--- config.mk ---
export PLATFORM = sky130hd
export DESIGN_NAME = eer_read_path
export DESIGN_NICKNAME = d
export VERILOG_FILES = /design/src/design/eer_pkg.sv /design/src/design/eer_fifo.sv /design/src/design/eer_read_path.sv
export SDC_FILE = /design/constraint.sdc
export NUM_CORES = 1
export LEC_CHECK = 0
export ABC_AREA = 1
export CAP_MARGIN = 20
export CELL_PAD_IN_SITES_DETAIL_PLACEMENT = 1
export CELL_PAD_IN_SITES_GLOBAL_PLACEMENT = 2
export CORE_MARGIN = 5
export CORE_UTILIZATION = 36
export DETAILED_ROUTE_END_ITERATION = 10
export DONT_BUFFER_PORTS = 1
export GPL_TIMING_DRIVEN = 0
export PLACE_DENSITY = 0.88
export SETUP_SLACK_MARGIN = 0.3
export SYNTH_ARGS = -nofsm -noshare
export SYNTH_HDL_FRONTEND = slang
export SYNTH_SLANG_ARGS = --single-unit
export TNS_END_PERCENT = 1
--- constraint.sdc ---
create_clock -name core_clk -period 1.94 [get_ports core_clk]
set_input_delay 0.097 -clock core_clk [delete_from_list [all_inputs] [get_ports core_clk]]
set_output_delay 0.097 -clock core_clk [all_outputs]
set_load 0.02 [all_outputs]
--- src/design/eer_pkg.sv ---
/*
 * Shared constants and carriers of the serial memory read path.
 * Assumes an 8-bit byte address space behind a two-wire bus slave.
 */
`default_nettype none

package eer_pkg;

   // bus framing
   localparam int BYTE_BITS = 8;
   localparam logic [3:0] BIT_CNT_FULL = 4'h8;
   localparam logic [3:0] BIT_CNT_ZERO = 4'h0;

   // slave address: type code then select bits; code value is arbitrary
   localparam logic [3:0] DEV_TYPE_DEFAULT = 4'h5;
   localparam logic [2:0] DEV_SELECT = 3'h0;

   // memory geometry
   localparam int ADDR_W = 8;
   localparam int MEM_BYTES_DEFAULT = 256;
   localparam int MEM_BYTES_SMALL = 128;
   localparam logic [ADDR_W-1:0] ADDR_ZERO = 8'h00;
   localparam logic [ADDR_W-1:0] ADDR_RESET = 8'h00;
   localparam logic [ADDR_W-1:0] ADDR_ONE = 8'h01;

   // prefetch buffer
   localparam int FIFO_DEPTH_DEFAULT = 16;

   // bus engine states
   typedef enum logic [3:0] {
      ST_IDLE     = 4'h0,
      ST_DEV      = 4'h1,
      ST_DEV_ACK  = 4'h2,
      ST_WADR     = 4'h3,
      ST_WADR_ACK = 4'h4,
      ST_WDAT     = 4'h5,
      ST_WDAT_ACK = 4'h6,
      ST_TX       = 4'h7,
      ST_TX_ACK   = 4'h8
   } eer_state_t;

   // read request toward the memory array (data returns one cycle later)
   typedef struct packed {
      logic en;
      logic [ADDR_W-1:0] addr;
   } eer_mem_req_t;

   // bytes handed to the write path
   typedef struct packed {
      logic byte_valid;
      logic [BYTE_BITS-1:0] data;
      logic commit;
   } eer_wr_evt_t;

endpackage

`default_nettype wire

--- src/design/eer_fifo.sv ---
/*
 * Small synchronous FIFO with valid/ready on both sides and a flush.
 * Assumes both sides run on the same clock; flush drops all content.
 */
`default_nettype none

module eer_fifo #(
   parameter int WIDTH = 8,
   parameter int DEPTH = 16
) (
   // clock, reset and flush
   input wire logic core_clk,
   input wire logic arst_n,
   input wire logic flush,
   // fill side
   input wire logic in_valid,
   output logic in_ready,
   input wire logic [WIDTH-1:0] in_data,
   // drain side
   output logic out_valid,
   input wire logic out_ready,
   output logic [WIDTH-1:0] out_data
);
   localparam int AW = $clog2(DEPTH);
   localparam logic [AW:0] PTR_ZERO = '0;
   localparam logic [AW:0] PTR_ONE = {{AW{1'b0}}, 1'b1};

   logic [WIDTH-1:0] mem [DEPTH];
   logic [AW:0] wr_ptr;
   logic [AW:0] rd_ptr;

   wire logic empty = (wr_ptr == rd_ptr);
   wire logic full = (wr_ptr[AW] != rd_ptr[AW]) && (wr_ptr[AW-1:0] == rd_ptr[AW-1:0]);
   wire logic push = in_valid && !full && !flush;
   wire logic pop = out_ready && !empty && !flush;

   assign in_ready = !full;
   assign out_valid = !empty;
   assign out_data = mem[rd_ptr[AW-1:0]];

   always_ff @(posedge core_clk or negedge arst_n) begin
      if (!arst_n) begin
         wr_ptr <= PTR_ZERO;
         rd_ptr <= PTR_ZERO;
      end else if (flush) begin
         wr_ptr <= PTR_ZERO;
         rd_ptr <= PTR_ZERO;
      end else begin
         if (push) wr_ptr <= wr_ptr + PTR_ONE;
         if (pop) rd_ptr <= rd_ptr + PTR_ONE;
      end
   end

   // storage needs no reset; nothing reads a slot before it is written
   always_ff @(posedge core_clk) begin
      if (push) mem[wr_ptr[AW-1:0]] <= in_data;
   end

endmodule // eer_fifo

`default_nettype wire

--- src/design/eer_read_path.sv ---
/*
 * Read side of a two-wire serial memory slave: address phase, current,
 * random and sequential reads, with a prefetch FIFO in front of the array.
 * Assumes a memory array answering one cycle after a read request, a
 * write path that reports busy and may set the address, and an SCL slow
 * enough (several core clocks per phase) for the oversampling here.
 */
`default_nettype none

module eer_read_path #(
   parameter int MEM_BYTES = eer_pkg::MEM_BYTES_DEFAULT,
   parameter int FIFO_DEPTH = eer_pkg::FIFO_DEPTH_DEFAULT,
   parameter logic [3:0] DEV_TYPE = eer_pkg::DEV_TYPE_DEFAULT
) (
   // clock and reset
   input wire logic core_clk,
   input wire logic arst_n,
   // bus pins (open drain data)
   input wire logic scl_pin,
   input wire logic sda_in,
   output logic sda_out,
   output logic sda_oe_n,
   // write path coupling
   input wire logic wr_busy,
   input wire logic addr_set_valid,
   input wire logic [eer_pkg::ADDR_W-1:0] addr_set_value,
   output eer_pkg::eer_wr_evt_t wr_evt,
   output logic [eer_pkg::ADDR_W-1:0] cur_addr,
   // memory array read port
   output eer_pkg::eer_mem_req_t mem_req,
   input wire logic [eer_pkg::BYTE_BITS-1:0] mem_rdata
);
   localparam int AW = eer_pkg::ADDR_W;
   localparam int BW = eer_pkg::BYTE_BITS;
   localparam logic [AW-1:0] LAST_ADDR = AW'(MEM_BYTES - 1);
   localparam bit NO_WRAP = (MEM_BYTES == eer_pkg::MEM_BYTES_SMALL);

   function automatic logic [AW-1:0] addr_inc(input logic [AW-1:0] a);
      // small part keeps counting past its last byte
      if (!NO_WRAP && a == LAST_ADDR) addr_inc = eer_pkg::ADDR_ZERO;
      else addr_inc = a + eer_pkg::ADDR_ONE;
   endfunction

   // pin synchronisers; first stage is read only by the second
   logic scl_m, scl_s, scl_d;
   logic sda_m, sda_s, sda_d;

   always_ff @(posedge core_clk or negedge arst_n) begin
      if (!arst_n) begin
         {scl_m, scl_s, scl_d} <= 3'h7;
         {sda_m, sda_s, sda_d} <= 3'h7;
      end else begin
         {scl_m, scl_s, scl_d} <= {scl_pin, scl_m, scl_s};
         {sda_m, sda_s, sda_d} <= {sda_in, sda_m, sda_s};
      end
   end

   wire logic scl_rise = scl_s && !scl_d;
   wire logic scl_fall = !scl_s && scl_d;
   wire logic bus_start = scl_s && scl_d && sda_d && !sda_s;
   wire logic bus_stop = scl_s && scl_d && !sda_d && sda_s;

   // bus engine state
   eer_pkg::eer_state_t state, next_state;
   logic [BW-1:0] shreg, next_shreg;
   logic [3:0] bitcnt, next_bitcnt;
   logic drive_low, next_drive_low;
   logic wseen, next_wseen;
   logic mack, next_mack;
   logic pop, load_addr, wbyte, commit;

   // prefetch side
   logic fifo_in_ready, fifo_out_valid;
   logic [BW-1:0] fifo_out_data;
   logic [AW-1:0] fetch_addr;
   logic pend_live;

   wire logic addr_match = (shreg[BW-1:1] == {DEV_TYPE, eer_pkg::DEV_SELECT});
   wire logic flush = load_addr || addr_set_valid;
   wire logic issue = fifo_in_ready && !pend_live && !flush;
   wire logic push = pend_live && !flush;

   always_comb begin
      next_state = state;
      next_shreg = shreg;
      next_bitcnt = bitcnt;
      next_drive_low = drive_low;
      next_wseen = wseen;
      next_mack = mack;
      pop = 1'b0;
      load_addr = 1'b0;
      wbyte = 1'b0;
      commit = 1'b0;
      if (bus_start) begin
         // also the repeated START of a random read
         next_state = eer_pkg::ST_DEV;
         next_bitcnt = eer_pkg::BIT_CNT_ZERO;
         next_drive_low = 1'b0;
      end else if (bus_stop) begin
         commit = (state == eer_pkg::ST_WDAT) && wseen;
         next_state = eer_pkg::ST_IDLE;
         next_drive_low = 1'b0;
      end else begin
         case (state)
            eer_pkg::ST_DEV, eer_pkg::ST_WADR, eer_pkg::ST_WDAT: begin
               if (scl_rise) begin
                  next_shreg = {shreg[BW-2:0], sda_s};
                  next_bitcnt = bitcnt + 4'h1;
               end else if (scl_fall && bitcnt == eer_pkg::BIT_CNT_FULL) begin
                  next_bitcnt = eer_pkg::BIT_CNT_ZERO;
                  if (state == eer_pkg::ST_DEV) begin
                     if (addr_match && !wr_busy) begin
                        next_drive_low = 1'b1;
                        next_state = eer_pkg::ST_DEV_ACK;
                     end else begin
                        next_state = eer_pkg::ST_IDLE;
                     end
                  end else if (state == eer_pkg::ST_WADR) begin
                     load_addr = 1'b1;
                     next_drive_low = 1'b1;
                     next_state = eer_pkg::ST_WADR_ACK;
                  end else begin
                     wbyte = 1'b1;
                     next_wseen = 1'b1;
                     next_drive_low = 1'b1;
                     next_state = eer_pkg::ST_WDAT_ACK;
                  end
               end
            end
            eer_pkg::ST_DEV_ACK: begin
               if (scl_fall) begin
                  next_drive_low = 1'b0;
                  if (shreg[0]) begin
                     pop = 1'b1;
                     next_shreg = fifo_out_data;
                     next_drive_low = !fifo_out_data[BW-1];
                     next_state = eer_pkg::ST_TX;
                  end else begin
                     next_wseen = 1'b0;
                     next_state = eer_pkg::ST_WADR;
                  end
               end
            end
            eer_pkg::ST_WADR_ACK, eer_pkg::ST_WDAT_ACK: begin
               if (scl_fall) begin
                  next_drive_low = 1'b0;
                  next_state = eer_pkg::ST_WDAT;
               end
            end
            eer_pkg::ST_TX: begin
               if (scl_rise) begin
                  next_bitcnt = bitcnt + 4'h1;
               end else if (scl_fall) begin
                  if (bitcnt == eer_pkg::BIT_CNT_FULL) begin
                     next_drive_low = 1'b0;
                     next_state = eer_pkg::ST_TX_ACK;
                  end else begin
                     next_shreg = {shreg[BW-2:0], 1'b0};
                     next_drive_low = !shreg[BW-2];
                  end
               end
            end
            eer_pkg::ST_TX_ACK: begin
               if (scl_rise) begin
                  next_mack = !sda_s;
               end else if (scl_fall) begin
                  next_bitcnt = eer_pkg::BIT_CNT_ZERO;
                  if (mack) begin
                     pop = 1'b1;
                     next_shreg = fifo_out_data;
                     next_drive_low = !fifo_out_data[BW-1];
                     next_state = eer_pkg::ST_TX;
                  end else begin
                     // no-ack: stay off the bus until STOP or START
                     next_state = eer_pkg::ST_IDLE;
                  end
               end
            end
            eer_pkg::ST_IDLE: begin
               next_drive_low = 1'b0;
            end
            default: begin
               next_state = eer_pkg::ST_IDLE;
               next_drive_low = 1'b0;
            end
         endcase
      end
   end

   always_ff @(posedge core_clk or negedge arst_n) begin
      if (!arst_n) begin
         state <= eer_pkg::ST_IDLE;
         shreg <= '0;
         bitcnt <= eer_pkg::BIT_CNT_ZERO;
         drive_low <= 1'b0;
         wseen <= 1'b0;
         mack <= 1'b0;
      end else begin
         state <= next_state;
         shreg <= next_shreg;
         bitcnt <= next_bitcnt;
         drive_low <= next_drive_low;
         wseen <= next_wseen;
         mack <= next_mack;
      end
   end

   // address register shared with the write path; its set wins
   wire logic [AW-1:0] next_cur_addr = addr_set_valid ? addr_set_value :
                                      load_addr ? shreg :
                                      (pop && fifo_out_valid) ? addr_inc(cur_addr) : cur_addr;
   // refetch restarts wherever the address was moved to
   wire logic [AW-1:0] next_fetch_addr = addr_set_valid ? addr_set_value :
                                        load_addr ? shreg :
                                        issue ? addr_inc(fetch_addr) : fetch_addr;

   always_ff @(posedge core_clk or negedge arst_n) begin
      if (!arst_n) begin
         cur_addr <= eer_pkg::ADDR_RESET;
         fetch_addr <= eer_pkg::ADDR_RESET;
         pend_live <= 1'b0;
         mem_req <= '0;
         wr_evt <= '0;
      end else begin
         cur_addr <= next_cur_addr;
         fetch_addr <= next_fetch_addr;
         pend_live <= issue;
         mem_req <= '{en: issue, addr: fetch_addr};
         wr_evt <= '{byte_valid: wbyte, data: shreg, commit: commit};
      end
   end

   // request leaves a cycle late, so the read data meet pend_live
   eer_fifo #(
      .WIDTH(BW),
      .DEPTH(FIFO_DEPTH)
   ) u_prefetch (
      .core_clk(core_clk),
      .arst_n(arst_n),
      .flush(flush),
      .in_valid(push),
      .in_ready(fifo_in_ready),
      .in_data(mem_rdata),
      .out_valid(fifo_out_valid),
      .out_ready(pop),
      .out_data(fifo_out_data)
   );

   assign sda_out = 1'b0;
   assign sda_oe_n = !drive_low;

endmodule // eer_read_path

`default_nettype wire

==> metrics list <==
- The run finished, with violations left.
- Violations in the final reports: setup timing
- STA puts the critical path data arrival time at 2.18 ns.
- For this block, the initial DRC count from the detailed router was 414.
- Average instance area after synthesis: 8.76 um2
- Lkg Pwr: 5.23 nW
- Clock tree synthesis found a total of 198 sinks.
- In this run the standard cell core region covers 26100 um2.
- The path class of the tightest hold or removal check is in2reg.
* Placer's final routability congestion estimate: 0.838
- Worst path top cell family by delay: simple AND/OR/NAND/NOR gates
- Max Root-Sink Buffers: 2
- P per Cell Area: 990 nW/um2
- Vias in the first global route: 7786
* Final hold slack: 0.179 ns
* Skew final: 0.0205 ns
- Based on the critical path, the design can be clocked at up to 0.495 GHz.
* Final critical path time including I/O delays and setup: 2.02 ns
* Most frequent cells in the layout: sky130_fd_sc_hd__nand2_1, sky130_fd_sc_hd__edfxtp_1, sky130_fd_sc_hd__inv_1
* Highest ir drop seen on vdd: 0.491 mV
* Count of fill cells added during filler insertion: 3039
- The die is 173 um tall.
- The initial utilization of the core area, before any placement, comes to 0.365.
- Clock tree from TritonCTS: built
* Sequential fraction of design power: 0.462
- The final route contains 7354 vias.
* Slowest cell on the critical path: sky130_fd_sc_hd__dfrtp_1
- Number of placement rows: 59
- Of the total power, the clock network draws 0.328.
- Area of the multi-input gates: 3550 um2
- First-pass iteration count of the detailed router: 5
* Flip-flop and latch count after synthesis: 198
* Share of cell area taken by muxes after synthesis: 0
* Worst setup SP type: flop
* Number of antenna violations at the first check in global routing: 0
* Average via count per standard cell: 4.88
* Net count after synthesis: 1118
* Max FO, Critical Path: 8
* R2r startpoint: bitcnt[1]
- Dividing the final minimum period by the clock period gives 1.04.
* Number of cells in the design after placement: 1422
- Combinational family with the most area after synthesis: simple AND/OR/NAND/NOR gates
* Count of antenna-violating nets left after detailed routing: 0
- Clock tree synthesis inserted a total of 17 buffers.
- The net count of the finished layout is 1189.
* Post-Syn Instances: 1087
* Buffer cell driving the clock tree root: sky130_fd_sc_hd__clkbuf_16
* Tightest slew margin relative to the limit: 0.465
- Switching power as a share of total power: 0.351
- Summed over all layers, the routed wires come to 26.7 mm.
- The most critical setup path has its startpoint at bitcnt[1].
- Pre-CTS setup slack: -0.342 ns
- XOR/XNOR Fraction of Synth Area: 0.0147
- Cell-internal power: 7.47 mW
* Crit-path max cell delay: 0.38 ns
- The cell area that synthesis handed to floorplanning was 9520 um2.
- For this run, the register share of the synthesized area comes to 0.588.
- Drc violations: 0
- The die covers 29800 um2.
- Input and output buffers added on the ports amount to 0.
- Of the total synthesized cell area, the portion taken by full adders, half adders and majority gates is 0.0118.
* CTS H-tree depth: 4
- Sum of overflow across all layers after global routing: 0
- Crit path to: u_prefetch.mem[10][7]
- Entering global routing, the biggest net connects 71 pins.
* GRT Resource Usage Total: 0.178
- Area used by sequential logic in the layout: 5610 um2
- Comb power frac: 0.210
* Critical path buffers and inverters: 4
* Actual slew at the worst max-slew pin: 0.800 ns
- The Yosys step of the flow raised 0 warnings.
* Antenna cell count: 0
* Clk pin slew, worst setup/hold paths: 0.08 ns
- The area growth from synthesis to layout is 22.1%.
* Setup repair after global routing missed its margin: true
* Most frequent cell on the critical path: sky130_fd_sc_hd__nor2_4
- In this run the number of cells on the critical path is 13.
- Detailed placement finished with a half-perimeter wire length of 18.7 mm.
* Net switching power: 4.04 mW
- The tool flagged a number of max-cap violations equal to 0.
- Horiz. Die Dim: 173 um
- STA classifies the critical path endpoint as a flop.
- The worst register-to-register path ends at u_prefetch.mem[10][7].
- Synth Area in Compound Gates: 0.0339
- The number of cells on the worst reg-to-reg path is 13.
- Number of distinct library cell variants in the gate-level netlist after synthesis: 39
- Share of layout cells above drive strength 1: 0.158
* Setup slack on the worst flop-to-flop path: -0.08 ns
- Of the total synthesized cell area, the portion taken by AND, OR, NAND and NOR gates is 0.279.
- In this run the count of I/O pins placed on the die edge is 51.
- At the later pin of the worst-skew pair, clock insertion delay measures 0.46 ns.
* Most frequent standard cell in the layout excluding fill and tap cells: sky130_fd_sc_hd__nand2_1
* Hold violation count in the final report: 0
- The first global-routing pass estimated 42.8 mm of wire.
* Fin cells: 1506
- Number of setup violations in the final report: 127
- In the final timing run, aggregate negative setup slack is -5.33 ns.
- The signal on the critical path passes through inv_2 -> ha_4 -> nand2_4 -> nor2_4 -> nand2_4 -> nor2_4 -> nor2_4 -> inv_4 -> nor2_8 -> buf_4 -> nand2_8 -> nor2_4 -> buf_12.
* Post-layout worst setup margin: -0.0786 ns
- Worst EP required: 2.11 ns
* Total count of max-transition violations in the final report: 0
- After detailed routing, the average wire length per cell comes to 17.7 um.
- Classification of the worst setup path: reg2reg
==> repair_timing <==
| item | in CTS | in global routing |
|---|---|---|
| gates resized for setup | 52 | 38 |
| hold buffers | 21 | 0 |
| pin swaps | 32 | 22 |
| buffers inserted | 20 | 11 |
| endpoints found under the setup margin | 171 | 172 |
| endpoints found under the hold margin | 219 | 0 |
==> flip-flops by register name, summed over array words and instances (netlist names), 5 cells and up <==
signal,count
cur_addr,8
fetch_addr,8
mem_req,8
shreg,8
u_prefetch.mem,128
u_prefetch.rd_ptr,5
u_prefetch.wr_ptr,5
wr_evt,10
==> final cells by class <==
class | instances | area share
repair buffers | 52 | 0.0532
well taps | 335 | 0.0361
flip-flops and latches | 198 | 0.482
inverters | 139 | 0.0461
multi-input cells | 718 | 0.306
clock buffers | 17 | 0.0366
clock inverters | 15 | 0.0187
plain buffers | 32 | 0.0214
==> worst register-to-register path: cells and delay by family (launching register included) <==
kind                       cells  cell delay [ns]
and+or+nand+nor                8             0.76
adders and majority gates      1             0.16
DFF                            1             0.38
buffers and inverters          4             0.44
==> synthesized netlist by cell type, drive strengths merged <==
| cell | instances | area, um2 |
|---|---|---|
| nand2 | 428 | 1640 |
| inv | 137 | 517 |
| edfxtp | 128 | 3840 |
| nand3 | 94 | 485 |
| nor2 | 88 | 394 |
| dfrtp | 64 | 1600 |
| o21ai | 45 | 229 |
| buf | 20 | 113 |
| a21oi | 13 | 65.1 |
| clkbuf | 12 | 45.0 |
| xor2 | 12 | 105 |
| nand4 | 10 | 62.6 |
| ha | 9 | 113 |
| dfstp | 6 | 158 |
| nor3 | 5 | 36.3 |
| xnor2 | 4 | 35.0 |
| or2 | 3 | 18.8 |
| clkinv | 2 | 7.51 |
| a31oi | 1 | 6.26 |
| conb | 1 | 3.75 |
| nor3b | 1 | 7.51 |
| nor4b | 1 | 8.76 |
| o2111ai | 1 | 8.76 |
| o22ai | 1 | 6.26 |
| o31ai | 1 | 7.51 |
==> through the flow <==
stage / utilization / area (um2) / total power, mW
floorplan: - / 9700 / 6.79
global placement: 0.388 / 10100 / 7.41
detailed placement: 0.388 / 10100 / 7.46
CTS: 0.439 / 11400 / 11.5
global route: 0.446 / 11600 / 12.1
finish: 0.446 / 11600 / 11.5
==> power groups by stage <==
stage | registers, mW | clock network, mW | logic, mW
detailed placement | 5.41 | 0 | 2.05
floorplan | 5.26 | 0 | 1.53
global route | 5.36 | 4.04 | 2.73
global placement | 5.40 | 0 | 2.01
finish | 5.32 | 3.78 | 2.42
CTS | 5.31 | 3.85 | 2.32
==> worst min-delay path by stage <==
stage / to / cells after the start / slack (ns) / from
after detailed placement: bitcnt[1] / 0 / -0.20 / arst_n
after global routing: scl_m / 1 / 0.18 / scl_pin
final: cur_addr[4] / 4 / 0.18 / addr_set_valid
after floorplan: bitcnt[0] / 0 / -0.20 / arst_n
after CTS: sda_m / 1 / 0.18 / sda_in
after global placement: bitcnt[3] / 0 / -0.20 / arst_n
==> logic make-up (layout without fill, tap and decap cells) <==
kind of cell	after synthesis	after routing
buffers and inverters	171	255
DFF	198	198
other	1	1
AOI/OAI and AO/OA	62	62
adders and majority gates	9	9
and+or+nand+nor	630	630
xor gates and xnor gates	16	16
==> metal layers <==
metal  global-route usage  up-vias  wire length (um)
li1                     -     3601                 -
met1                0.230     3639             11600
met2                0.318       89             14000
met3               0.0210       25               688
met4               0.0479        0               322
met5                    0        -                 0
Power figures use the tool's default switching activity.
